File: src/scfp_defs.vh
// Shared constants for the serial command frame parser.
`ifndef SCFP_DEFS_VH
`define SCFP_DEFS_VH

// ----------------------------------------------------------------------
// Frame framing bytes and answers
// ----------------------------------------------------------------------
`define SCFP_FRAME_START_BYTE 8'h02
`define SCFP_FRAME_END_BYTE   8'h03
`define SCFP_ACK_BYTE         8'h06
`define SCFP_NAK_BYTE         8'h15

// ----------------------------------------------------------------------
// Second header byte layout
// ----------------------------------------------------------------------
`define SCFP_HDR_RW_BIT   7
`define SCFP_HDR_LEN_MSB  6
`define SCFP_HDR_LEN_LSB  0
`define SCFP_RW_WRITE     1'b0
`define SCFP_RW_READ      1'b1

// ----------------------------------------------------------------------
// Response sequence positions, counted from the start byte
// ----------------------------------------------------------------------
`define SCFP_RSP_POS_CODE 8'h01
`define SCFP_RSP_POS_HDR  8'h02
`define SCFP_RSP_POS_DATA 8'h03
`define SCFP_RSP_POS_END  8'h04
`define SCFP_RSP_ADDR_LAG 7'h02

// ----------------------------------------------------------------------
// Timing: clock rate and byte gap limits
// ----------------------------------------------------------------------
`define SCFP_CLK_KHZ      100000
`define SCFP_GAP_MS       1000
`define SCFP_SILENT_MS    1500
`define SCFP_TMR_W        28

// ----------------------------------------------------------------------
// Receive buffering and data store
// ----------------------------------------------------------------------
`define SCFP_FIFO_DEPTH   8
`define SCFP_FIFO_AW      3
`define SCFP_MEM_WORDS    128

`endif

File: src/scfp_fifo.v
// Receive byte FIFO with valid and ready on both sides.
`timescale 1ns/1ns
`default_nettype none

module scfp_fifo #(
    parameter WIDTH = 8,
    parameter DEPTH = 8,
    parameter AW    = 3
) (
    input  wire             clk_sys,
    input  wire             rst,
    input  wire [WIDTH-1:0] in_data,
    input  wire             in_valid,
    output reg              in_ready,
    output wire [WIDTH-1:0] out_data,
    output wire             out_valid,
    input  wire             out_ready
);

    reg  [WIDTH-1:0] mem [0:DEPTH-1];
    reg  [AW-1:0]    wr_ptr_r;
    reg  [AW-1:0]    rd_ptr_r;
    reg  [AW:0]      cnt_r;
    reg  [AW:0]      cnt_nxt;
    wire             push;
    wire             pop;

    // Handshakes on each side.
    assign push      = in_valid && in_ready;
    assign pop       = out_valid && out_ready;
    assign out_valid = (cnt_r != {(AW+1){1'b0}});
    assign out_data  = mem[rd_ptr_r];

    // Occupancy after this cycle's push and pop.
    always @* begin
        cnt_nxt = cnt_r;
        if (push && !pop) begin
            cnt_nxt = cnt_r + 1'b1;
        end else if (pop && !push) begin
            cnt_nxt = cnt_r - 1'b1;
        end
    end

    // Storage write; entries need no reset.
    always @(posedge clk_sys) begin
        if (push) begin
            mem[wr_ptr_r] <= in_data;
        end
    end

    // Pointers, count and a registered ready that drops when full.
    always @(posedge clk_sys) begin
        if (rst) begin
            wr_ptr_r <= {AW{1'b0}};
            rd_ptr_r <= {AW{1'b0}};
            cnt_r    <= {(AW+1){1'b0}};
            in_ready <= 1'b0;
        end else begin
            if (push) begin
                wr_ptr_r <= wr_ptr_r + 1'b1;
            end
            if (pop) begin
                rd_ptr_r <= rd_ptr_r + 1'b1;
            end
            cnt_r    <= cnt_nxt;
            in_ready <= (cnt_nxt != DEPTH[AW:0]);
        end
    end

endmodule // scfp_fifo

`default_nettype wire

File: src/scfp_gap_timer.v
// Byte gap timer: flags a long gap and a long silence on the line.
`timescale 1ns/1ns
`default_nettype none
`include "scfp_defs.vh"

module scfp_gap_timer #(
    parameter [`SCFP_TMR_W-1:0] GAP_CYC = 100000000,
    parameter [`SCFP_TMR_W-1:0] SIL_CYC = 150000000
) (
    input  wire clk_sys,
    input  wire rst,
    input  wire byte_seen,
    output reg  gap_over,
    output reg  silent
);

    reg [`SCFP_TMR_W-1:0] cnt_r;

    // Count cycles since the last byte, saturating at the silence limit.
    always @(posedge clk_sys) begin
        if (rst) begin
            cnt_r    <= {`SCFP_TMR_W{1'b0}};
            gap_over <= 1'b0;
            silent   <= 1'b0;
        end else if (byte_seen) begin
            cnt_r    <= {`SCFP_TMR_W{1'b0}};
            gap_over <= 1'b0;
            silent   <= 1'b0;
        end else begin
            if (cnt_r != SIL_CYC) begin
                cnt_r <= cnt_r + 1'b1;
            end
            gap_over <= (cnt_r >= GAP_CYC);
            silent   <= (cnt_r >= SIL_CYC - 1'b1);
        end
    end

endmodule // scfp_gap_timer

`default_nettype wire

File: src/scfp_parser.v
// Serial command frame parser: checks frames, answers and executes them.
// Functional notes
// Each frame opens with one start byte of value 02h.
// Header holds 8-bit command code, read/write flag, 7-bit byte length.
// First header byte is the code; flag is top bit of second byte.
// Read frames carry no data; length gives bytes expected back.
// Check byte is XOR of both header bytes and all data bytes.
// Each frame ends with one end byte 03h right after check byte.
// Each received frame is answered with 06h ack or 15h nak.
// Multi-byte data values travel least significant byte first.
// Device checks byte order, XOR check and data count on receipt.
// Ack only when all checks pass; nak if any check fails.
// Only a validated frame is executed.
// A byte gap over one second inside a frame enters discard.
// Discard lasts until 1.5 s of silence, then back to idle.
// Valid known read gets ack plus a response frame with data.
// Valid unknown read gets ack and no response frame.
// Valid write gets only an ack, never a response frame.
// Valid unknown write gets ack and changes no setting.
// Write data is applied as given, without range checks.
// Host assumes no device when a read gets no answer byte.
// Host fails a read whose response misses 500 ms after ack.
// Host may confirm a write by reading it back.
// After a nak the frame is dropped and the device idles.
// Non-start bytes in idle are ignored without any answer.
`timescale 1ns/1ns
`default_nettype none
`include "scfp_defs.vh"

module scfp_parser #(
    parameter [`SCFP_TMR_W-1:0] GAP_CYC = `SCFP_GAP_MS * `SCFP_CLK_KHZ,
    parameter [`SCFP_TMR_W-1:0] SIL_CYC = `SCFP_SILENT_MS * `SCFP_CLK_KHZ
) (
    input  wire       clk_sys,
    input  wire       rst,
    input  wire [7:0] rx_data,
    input  wire       rx_valid,
    output wire       rx_ready,
    output reg  [7:0] tx_data,
    output reg        tx_valid,
    input  wire       tx_ready,
    output reg  [7:0] cmd_code,
    output reg  [6:0] cmd_len,
    output reg        cmd_is_read,
    input  wire       code_known,
    output reg  [6:0] rd_addr,
    input  wire [7:0] rd_byte,
    output reg        wr_valid,
    output reg  [6:0] wr_addr,
    output reg  [7:0] wr_data,
    output reg        wr_commit,
    output reg        frame_ok,
    output reg        frame_bad,
    output reg        discarding
);

    // ------------------------------------------------------------------
    // States
    // ------------------------------------------------------------------
    localparam [3:0] ST_IDLE = 4'b0000;
    localparam [3:0] ST_CODE = 4'b0001;
    localparam [3:0] ST_LEN  = 4'b0010;
    localparam [3:0] ST_DATA = 4'b0011;
    localparam [3:0] ST_CHK  = 4'b0100;
    localparam [3:0] ST_END  = 4'b0101;
    localparam [3:0] ST_ACK  = 4'b0110;
    localparam [3:0] ST_WR   = 4'b0111;
    localparam [3:0] ST_RSP  = 4'b1000;
    localparam [3:0] ST_DROP = 4'b1001;

    // ------------------------------------------------------------------
    // Declarations
    // ------------------------------------------------------------------
    reg  [7:0] data_mem [0:`SCFP_MEM_WORDS-1];
    reg  [3:0] state_r;
    reg  [7:0] xor_r;
    reg  [7:0] idx_r;
    reg        ok_r;
    reg        known_r;
    reg  [7:0] rsp_byte;
    wire [7:0] fifo_data;
    wire       fifo_valid;
    wire       pop_en;
    wire       pop;
    wire       in_frame;
    wire       gap_over;
    wire       silent;
    wire [7:0] len_ext;

    // Bytes are drained only while parsing or discarding; answering
    // stalls the FIFO so that back-pressure reaches the line.
    assign pop_en   = (state_r <= ST_END) || (state_r == ST_DROP);
    assign pop      = pop_en && fifo_valid;
    assign in_frame = (state_r >= ST_CODE) && (state_r <= ST_END);
    assign len_ext  = {1'b0, cmd_len};

    // ------------------------------------------------------------------
    // Receive buffering and gap timing
    // ------------------------------------------------------------------
    scfp_fifo #(
        .WIDTH (8),
        .DEPTH (`SCFP_FIFO_DEPTH),
        .AW    (`SCFP_FIFO_AW)
    ) u_fifo (
        .clk_sys   (clk_sys),
        .rst       (rst),
        .in_data   (rx_data),
        .in_valid  (rx_valid),
        .in_ready  (rx_ready),
        .out_data  (fifo_data),
        .out_valid (fifo_valid),
        .out_ready (pop_en)
    );

    // The gap is timed at the line side, where bytes really arrive.
    scfp_gap_timer #(
        .GAP_CYC (GAP_CYC),
        .SIL_CYC (SIL_CYC)
    ) u_timer (
        .clk_sys   (clk_sys),
        .rst       (rst),
        .byte_seen (rx_valid && rx_ready),
        .gap_over  (gap_over),
        .silent    (silent)
    );

    // ------------------------------------------------------------------
    // Response byte selection
    // ------------------------------------------------------------------
    // Picks the next byte of the response frame by its position.
    always @* begin
        if (idx_r == 8'h00) begin
            rsp_byte = `SCFP_FRAME_START_BYTE;
        end else if (idx_r == `SCFP_RSP_POS_CODE) begin
            rsp_byte = cmd_code;
        end else if (idx_r == `SCFP_RSP_POS_HDR) begin
            rsp_byte = {`SCFP_RW_WRITE, cmd_len};
        end else if (idx_r == len_ext + `SCFP_RSP_POS_DATA) begin
            rsp_byte = xor_r;
        end else if (idx_r == len_ext + `SCFP_RSP_POS_END) begin
            rsp_byte = `SCFP_FRAME_END_BYTE;
        end else begin
            rsp_byte = rd_byte;
        end
    end

    // Data bytes of a write frame are kept until the frame is validated.
    always @(posedge clk_sys) begin
        if (pop && state_r == ST_DATA) begin
            data_mem[idx_r[6:0]] <= fifo_data;
        end
    end

    // ------------------------------------------------------------------
    // Main sequencer
    // ------------------------------------------------------------------
    // Parses, executes and discards one byte per cycle; each answer byte takes at least two cycles.
    always @(posedge clk_sys) begin
        if (rst) begin
            state_r     <= ST_IDLE;
            xor_r       <= 8'h00;
            idx_r       <= 8'h00;
            ok_r        <= 1'b0;
            known_r     <= 1'b0;
            tx_data     <= 8'h00;
            tx_valid    <= 1'b0;
            cmd_code    <= 8'h00;
            cmd_len     <= 7'h00;
            cmd_is_read <= 1'b0;
            rd_addr     <= 7'h00;
            wr_valid    <= 1'b0;
            wr_addr     <= 7'h00;
            wr_data     <= 8'h00;
            wr_commit   <= 1'b0;
            frame_ok    <= 1'b0;
            frame_bad   <= 1'b0;
            discarding  <= 1'b0;
        end else begin
            wr_valid   <= 1'b0;
            wr_commit  <= 1'b0;
            frame_ok   <= 1'b0;
            frame_bad  <= 1'b0;
            discarding <= (state_r == ST_DROP);
            if (in_frame && gap_over && !fifo_valid) begin
                state_r    <= ST_DROP;
                discarding <= 1'b1;
            end else begin
                case (state_r)
                    ST_IDLE: begin
                        // Anything but a start byte is silently dropped.
                        if (pop && fifo_data == `SCFP_FRAME_START_BYTE) begin
                            state_r <= ST_CODE;
                            xor_r   <= 8'h00;
                            ok_r    <= 1'b1;
                        end
                    end
                    ST_CODE: begin
                        if (pop) begin
                            cmd_code <= fifo_data;
                            xor_r    <= xor_r ^ fifo_data;
                            state_r  <= ST_LEN;
                        end
                    end
                    ST_LEN: begin
                        if (pop) begin
                            cmd_is_read <= fifo_data[`SCFP_HDR_RW_BIT];
                            cmd_len     <= fifo_data[`SCFP_HDR_LEN_MSB:
                                                     `SCFP_HDR_LEN_LSB];
                            xor_r       <= xor_r ^ fifo_data;
                            idx_r       <= 8'h00;
                            // Reads carry no data; the length is the reply.
                            if (fifo_data[`SCFP_HDR_RW_BIT] == `SCFP_RW_WRITE
                                && fifo_data[`SCFP_HDR_LEN_MSB:
                                             `SCFP_HDR_LEN_LSB] != 7'h00) begin
                                state_r <= ST_DATA;
                            end else begin
                                state_r <= ST_CHK;
                            end
                        end
                    end
                    ST_DATA: begin
                        if (pop) begin
                            xor_r <= xor_r ^ fifo_data;
                            idx_r <= idx_r + 8'h01;
                            if (idx_r == len_ext - 8'h01) begin
                                state_r <= ST_CHK;
                            end
                        end
                    end
                    ST_CHK: begin
                        if (pop) begin
                            if (fifo_data != xor_r) begin
                                ok_r <= 1'b0;
                            end
                            state_r <= ST_END;
                        end
                    end
                    ST_END: begin
                        // A misplaced end byte means a count or order error.
                        if (pop) begin
                            if (fifo_data != `SCFP_FRAME_END_BYTE) begin
                                ok_r <= 1'b0;
                            end
                            state_r <= ST_ACK;
                        end
                    end
                    ST_ACK: begin
                        // One answer byte per frame, held until taken.
                        if (!tx_valid) begin
                            tx_data  <= ok_r ? `SCFP_ACK_BYTE
                                             : `SCFP_NAK_BYTE;
                            tx_valid <= 1'b1;
                            known_r  <= code_known;
                        end else if (tx_ready) begin
                            tx_valid  <= 1'b0;
                            idx_r     <= 8'h00;
                            xor_r     <= 8'h00;
                            frame_ok  <= ok_r;
                            frame_bad <= !ok_r;
                            if (!ok_r || !known_r) begin
                                state_r <= ST_IDLE;
                            end else if (cmd_is_read) begin
                                state_r <= ST_RSP;
                            end else begin
                                state_r <= ST_WR;
                            end
                        end
                    end
                    ST_WR: begin
                        // Stored bytes go out unchanged, then a commit.
                        if (idx_r < len_ext) begin
                            wr_valid <= 1'b1;
                            wr_addr  <= idx_r[6:0];
                            wr_data  <= data_mem[idx_r[6:0]];
                            idx_r    <= idx_r + 8'h01;
                        end else begin
                            wr_commit <= 1'b1;
                            state_r   <= ST_IDLE;
                        end
                    end
                    ST_RSP: begin
                        // Response frame: start, header, data, check, end.
                        if (!tx_valid) begin
                            tx_data  <= rsp_byte;
                            tx_valid <= 1'b1;
                        end else if (tx_ready) begin
                            tx_valid <= 1'b0;
                            if (idx_r != 8'h00
                                && idx_r < len_ext + `SCFP_RSP_POS_DATA) begin
                                xor_r <= xor_r ^ tx_data;
                            end
                            if (idx_r == len_ext + `SCFP_RSP_POS_END) begin
                                state_r <= ST_IDLE;
                            end else begin
                                idx_r   <= idx_r + 8'h01;
                                rd_addr <= idx_r[6:0] - `SCFP_RSP_ADDR_LAG;
                            end
                        end
                    end
                    ST_DROP: begin
                        // Bytes are drained and ignored until silence.
                        if (silent) begin
                            state_r <= ST_IDLE;
                        end
                    end
                    default: begin
                        state_r <= ST_IDLE;
                    end
                endcase
            end
        end
    end

endmodule // scfp_parser

`default_nettype wire

File: config.mk
export PLATFORM = sky130hd
export DESIGN_NAME = scfp_parser
export DESIGN_NICKNAME = d
export VERILOG_FILES = /design/src/scfp_fifo.v /design/src/scfp_gap_timer.v /design/src/scfp_parser.v
export VERILOG_INCLUDE_DIRS = /design/src
export SDC_FILE = /design/constraint.sdc
export NUM_CORES = 1
export LEC_CHECK = 0
export ABC_CLOCK_PERIOD_IN_PS = 7400
export BUFFER_PORTS_ARGS = -buffer_cell sky130_fd_sc_hd__buf_2
export CORE_MARGIN = 2
export CORE_UTILIZATION = 63
export DETAILED_ROUTE_END_ITERATION = 6
export GPL_TIMING_DRIVEN = 0
export PLACE_DENSITY_LB_ADDON = 0.12
export SYNTH_ARGS = -nofsm -noshare
export SYNTH_HDL_FRONTEND = slang
export SYNTH_SLANG_ARGS = --single-unit
File: constraint.sdc
create_clock -name clk_sys -period 7.4 [get_ports clk_sys]
set_clock_uncertainty 0.15 [all_clocks]
set_input_delay 0.74 -clock clk_sys [delete_from_list [all_inputs] [get_ports clk_sys]]
set_output_delay 0.74 -clock clk_sys [all_outputs]
set_load 0.05 [all_outputs]
Yosys cells after proc, flatten, opt, wreduce, memory -nomap -nowiden
Memories as Yosys holds them, arrays and structs flattened. A register that Yosys moved wholly into a read port is not among the register bits.
Index checks and enable logic that the tools add are counted.
{"block": "classes", "add_sub_neg": 10, "order_cmp": 6, "n_eq_ne": 55, "n_mux": 62, "bitwise_logic": 9, "n_reduce_logical": 45}
{"cell": "2-to-1 mux 8 bit", "count": 20}
{"cell": "2-to-1 mux 4 bit", "count": 19}
{"cell": "case mux 4 bit (10 select lines)", "count": 1}
{"cell": "case mux 8 bit (5 select lines)", "count": 1}
{"cell": "!= test 2 bit (second input constant)", "count": 19}
{"cell": "!= test 3 bit (second input constant)", "count": 11}
{"cell": "case mux 8 bit (4 select lines)", "count": 1}
{"cell": "adder 28 x 1 -> 28 bit (second input constant)", "count": 1}
{"cell": ">= comparator 28 x 27 -> 1 bit (second input constant)", "count": 1}
{"cell": ">= comparator 28 bit (second input constant)", "count": 1}
{"cell": "!= test 28 bit (second input constant)", "count": 1}
{"cell": "AND reduction 14 bit", "count": 2}
{"cell": "equality test 8 bit", "count": 3}
{"cell": "equality test 4 x 3 -> 1 bit (second input constant)", "count": 4}
{"cell": "equality test 8 x 2 -> 1 bit (second input constant)", "count": 2}
{"cell": "case mux 8 bit (2 select lines)", "count": 1}
{"cell": "XOR 8 bit", "count": 2}
{"cell": "2-to-1 mux 1 bit", "count": 14}
{"cell": "AND reduction 3 bit", "count": 4}
{"cell": "logical AND 1 bit", "count": 11}
{"cell": "AND reduction 10 bit", "count": 1}
{"cell": "2-to-1 mux 3 bit", "count": 3}
{"cell": "AND reduction 9 bit", "count": 1}
{"cell": "adder 7 x 2 -> 8 bit (second input constant)", "count": 1}
{"cell": "41 further kinds", "count": 62}
{"block": "word_totals", "reg_bits": 107, "ram_bits": 1088, "in_bits": 21, "output_inout_bits": 53, "wordCells": 214, "memories": 2}
{"name": "data_mem", "depth": 128, "width": 8, "read_ports": 1, "rd_ports_with_merged_regs": 1, "wr": 1, "line_no": "scfp_parser.v:74", "rtl": "reg [7:0] data_mem [0:`SCFP_MEM_WORDS-1];"}
{"name": "u_fifo.mem", "depth": 8, "width": 8, "read_ports": 1, "rd_ports_with_merged_regs": 1, "wr": 1, "line_no": "scfp_fifo.v:20", "rtl": "reg [WIDTH-1:0] mem [0:DEPTH-1];"}

Logic depth before layout (Yosys ltp)
{"block": "logic_depth", "depth_word": 9, "ltp_mapped": 15, "mapped_depth_nobuf": 13}

Cells and area by module
A second synthesis with hierarchy kept.
{"block": "hier_totals", "hier_cells": 2925, "area_unflattened_um2": 49313.5}
{"module": "scfp_parser", "n_inst": 1, "cells_each": 2583, "area_per_inst_um2": 44744.2, "seq_area_each_um2": 32230.9}
{"module": "scfp_fifo", "n_inst": 1, "cells_each": 171, "area_per_inst_um2": 3083.0, "seq_area_each_um2": 2202.1}
{"module": "scfp_gap_timer", "n_inst": 1, "cells_each": 171, "area_per_inst_um2": 1486.4, "seq_area_each_um2": 600.6}

Least setup slack after synthesis
OpenSTA, ideal clock, no wires.
{"block": "synth_timing", "path_type": "register to register", "startpoint": "register with a tool-made name", "endpoint": "register state_r[2]", "setup_time_ns": 0.116, "arrival_ns": 6.137, "required_time_ns": 7.134, "path_slack_ns": 0.997, "path_stages_with_launch": 9, "n_path_buf": 2, "period_less_slack_ns": 6.403, "path_cell_list": "dfxtp_1 > buf_6 > buf_2 > nor3b_1 > nor4_2 > or4_4 > nor3_1 > o311a_1 > o211a_1"}
{"element": "to (signal assigned)", "line_no": "scfp_parser.v:160", "rtl": "state_r <= ST_IDLE;"}
{"element": "to (signal assigned)", "line_no": "scfp_parser.v:185", "rtl": "state_r <= ST_DROP;"}
{"element": "to (signal assigned)", "line_no": "scfp_parser.v:192", "rtl": "state_r <= ST_CODE;"}
{"element": "to (decl)", "line_no": "scfp_parser.v:75", "rtl": "reg [3:0] state_r;"}

Worst setup path after layout
{"block": "layout_timing", "startpoint": "register idx_r[4]", "endpoint": "memory data_mem[126][3] (enable)"}
{"element": "from (decl)", "line_no": "scfp_parser.v:77", "rtl": "reg [7:0] idx_r;"}
{"element": "from (signal assigned)", "line_no": "scfp_parser.v:224", "rtl": "idx_r <= idx_r + 8'h01;"}
{"element": "from (signal assigned)", "line_no": "scfp_parser.v:275", "rtl": "idx_r <= idx_r + 8'h01;"}
{"element": "from (signal assigned)", "line_no": "scfp_parser.v:295", "rtl": "idx_r <= idx_r + 8'h01;"}
{"element": "to (decl)", "line_no": "scfp_parser.v:74"}
Straight into the memory's write port.

==> results.txt <==
- Run status: finished, violations left
* Violated checks: max-capacitance violations, max-slew violations
* Share of the yosys chip area belonging to registers: 0.723
- Synthesized netlist cell count: 2,632
- Maximum level of the CTS H-tree: 3
- The number of setup buffers added after CTS is 0.
- The slowest stage of the critical path is the sky130_fd_sc_hd__nor2_1 cell.
- CTS root buffer: sky130_fd_sc_hd__clkbuf_16
- Final-report hold violation count: 0
- Final setup fails: 0
- The filler cells instantiated in the layout total 4,648.
- Setup repair after global routing missed its margin: no
* Highest clock frequency the design can meet: 149 MHz
- Maximum buffer depth of the clock tree: 3
- Pin count of the biggest net entering global routing: 105
* First-pass GRT wire length: 194 mm
- Maximum fanout encountered on the critical timing path: 10
- In the routed design, unresolved DRC markers number 0.
- After detailed routing, the average wire length per cell comes to between 30 and 40 um.
- The number of global-route vias before repair was 26.8k.
* Count of pins on the block boundary: between 70 and 80
- Area of the mapped netlist: 48,500 um^2
- After synthesis, the most frequently instantiated cells are sky130_fd_sc_hd__edfxtp_1 (1,088), sky130_fd_sc_hd__mux4_2 (306), sky130_fd_sc_hd__nor2_1 (272), sky130_fd_sc_hd__dfxtp_1 (118), sky130_fd_sc_hd__nand2_1 (112).
- Worst hold margin: 0.166 ns
* Setup_tns: 0 ns
- For this configuration, the core starts out at a cell density of 0.637.
- Die Footprint: between 70,000 and 80,000 um^2
- The number of different library cells used by synthesis comes to 76.
* Most used flip-flop cell after synthesis: sky130_fd_sc_hd__edfxtp_1
- The number of antenna diodes in the final layout is 0.
* Worst Setup Start Kind: flop
- Clock-pin slew was measured on the worst setup and hold paths at 0.06 ns.
- Walking the worst path, the cells encountered are clkbuf_1 > clkbuf_1 > nand2_1 > clkbuf_1 > nor2_1 > nand2_1 > nor2_1.
* Leak Pwr: 17.2 nW
- The first detailed-routing pass took 6 iterations.
- Wires add up to 137 mm.
- At the later pin of the worst-skew pair, clock insertion delay measures roughly 0.7 ns.
- Total of flip-flops plus latches after synthesis: 1,206
- Antenna Violating Nets Remaining: 0
- For the pin with the worst max-slew slack, the measured transition is 1.56 ns.
- TritonCTS built the clock tree.
- The internal power of the cells totals 11.9 mW.
- For this run, the total global-route usage over all layers was measured as 0.354.
- From left edge to right edge, the die measures 281 um.
- The die is 281 um tall.
- At the end of routability-driven placement, the weighted congestion stood at 0.949.
- In the final design database the tool counted a little under 3k nets.
* Proportion of power drawn by flip-flops and latches: 0.529
- Core Util, Final: 0.712
- The share of total power dissipated in combinational logic is 0.112.
- Min-delay worst type: input port to flop
- Top-count cell post-synth: sky130_fd_sc_hd__edfxtp_1
- The share of total power dissipated in the clock network is 0.358.
- Headroom to the max-slew limit came out at -0.0412.
- Depth of the worst register-to-register path: 7
- The final route contains 27.6k vias.
- The region available for standard cell placement spans about 76,000 um^2.
- Final cycle utilization of the critical path: 0.910
* Number of enable flip-flop cells after synthesis: between 1k and 1.5k
- sky130_fd_sc_hd__edfxtp_1 takes more of the synthesized area than any other cell.
- The initial antenna violation count is 1.
- Post-synthesis average cell area: 18.4 um^2
- Power per unit of standard cell area: 292 nW/um^2
- In this run the power spent charging and discharging nets is 3.93 mW.
- During synthesis, Yosys emitted a total of 0 warnings.
- Peak per-stage delay on the critical path: 1.19 ns
- I/O Buffers: between 70 and 80
- Dominant cell type by count on the critical path: sky130_fd_sc_hd__clkbuf_1
- Summed over all layers, the global routing overflow is 0.
* Synthesized net count: 2,687
- Share of Yosys cell area claimed by the top area cell type: 0.674
* Count of standard-cell rows: 101
* Final Max Slew Viols: 22
* Setup CP Type: flop to flop
- The number of clock buffers added by TritonCTS is 114.
* Fraction of power spent switching nets: 0.248
- Fraction of final layout cells with drive strength greater than 1: 0.217
- Ranked by total cell area, the synthesized netlist is headed by sky130_fd_sc_hd__edfxtp_1 (67%), sky130_fd_sc_hd__mux4_2 (14%), sky130_fd_sc_hd__dfxtp_1 (4.9%).
- Counting instances, the worst hold path has a depth of 1.
- The detailed router finished its first iteration with 4,126 violations.
* Maxcap violations: 3
- Subtracting the final worst setup slack from the clock period gives 6.73 ns.
- With fillers left out, the area of the finished cells amounts to about 54,000 um^2.
- In this run, post-CTS repair resized a total of 0 instances.
- CP required: 7.56 ns
- Crit end category: flop
- Clock tree synthesis found a total of 1,206 sinks.
* Placed standard-cell area: 50,500 um^2
- For the worst setup path, the data arrival time is 6.89 ns.
* Async SR Flop Fraction: 0
* Vias per cell: between 6 and 7
- Half-perimeter wire length of the detailed placement result: 89.2 mm
- Relative to the synthesized area, the layout overhead comes to 11.6%.
- CTS hold repair buffers: 0
* Max rail drop VDD: 0.242 mV
-- final cells by class --
type	instances	area (um^2)	share of cell area
tap	1030	1290	0.0238
multi-input combinational	1260	12800	0.236
clock inverter	64	566	0.0104
inverter	28	123	0.00227
buffer	138	597	0.0110
sequential	1206	35000	0.647
timing repair buffer	92	723	0.0134
clock buffer	147	3010	0.0555
-- flip-flops by register name, indices dropped and copies added, names as in the netlist, 7 cells and up, named ones only --
register / cells
tx_data: 8
rd_addr: 7
wr_data: 8
xor_r: 8
u_timer.cnt_r: 28
wr_addr: 7
cmd_code: 8
cmd_len: 7
data_mem: 1024
idx_r: 8
u_fifo.mem: 64
-- critical path, delay by kind of cell (launching register included) --
kind	cells	cell delay [ns]
buffers and inverters	3	2.25
DFF	1	0.49
and+or+nand+nor	4	3.42
-- layer usage --
layer,vias up,part of all wire,track usage
met4,2,0.052,0.151
met1,14100,0.36,0.496
met5,-,0.000095,0
met2,2146,0.46,0.536
met3,387,0.13,0.0909
li1,11000,-,-
-- placed cells by master, fill, tap and decap left out, drive strengths merged, types with 25 or more instances in the layout --
cell type | Yosys | final
mux2i | 82 | 82
nor3 | 35 | 35
a21oi | 47 | 47
a211oi | 31 | 31
dfxtp | 118 | 118
edfxtp | 1088 | 1088
buf | 57 | 148
mux4 | 308 | 308
xnor2 | 25 | 25
nand2 | 113 | 113
ha | 34 | 34
clkinv | 0 | 46
inv | 28 | 33
nor2 | 272 | 272
nand3 | 31 | 31
clkbuf | 81 | 229
o21ai | 50 | 50
xor2 | 31 | 31
-- cell families after synthesis --
family | count (synthesis) | synth area share
compound gates | 225 | 0.0318
xor+xnor | 56 | 0.0101
fa+ha+maj | 34 | 0.00877
buf+inv | 166 | 0.0143
flops | 1206 | 0.723
mux | 395 | 0.162
simple gates | 550 | 0.0505
-- power by group through the flow --
stage / clock [mW] / combinational [mW] / sequential [mW]
after detailed placement: 0 / 1.76 / 8.51
after CTS: 5.69 / 1.76 / 8.36
final: 5.67 / 1.78 / 8.37
after global routing: 5.93 / 1.91 / 8.37
after floorplan: 0 / 0.875 / 8.63
after global placement: 0 / 1.45 / 8.71
-- per-stage QoR --
stage / std cells / power, mW / setup slack (ns)
final: 3965 / 15.8 / 0.666
after global routing: 3965 / 16.2 / 0.821
after CTS: 3964 / 15.8 / 1.04
after detailed placement: 3753 / 10.3 / 1.08
after global placement: 3735 / 10.2 / -3.41
after floorplan: 2632 / 9.50 / 0.997
-- worst paths after layout --
check                           slack (ns)               from          endpoint
worst max register to register        0.67           idx_r[4]  data_mem[126][3]
worst min-delay path                  0.17         rx_data[4]  u_fifo.mem[5][4]
worst max-delay path                  0.67           idx_r[4]  data_mem[126][3]
worst min register to register        0.31  u_timer.cnt_r[27]    u_timer.silent
Power figures use the tool's default switching activity.
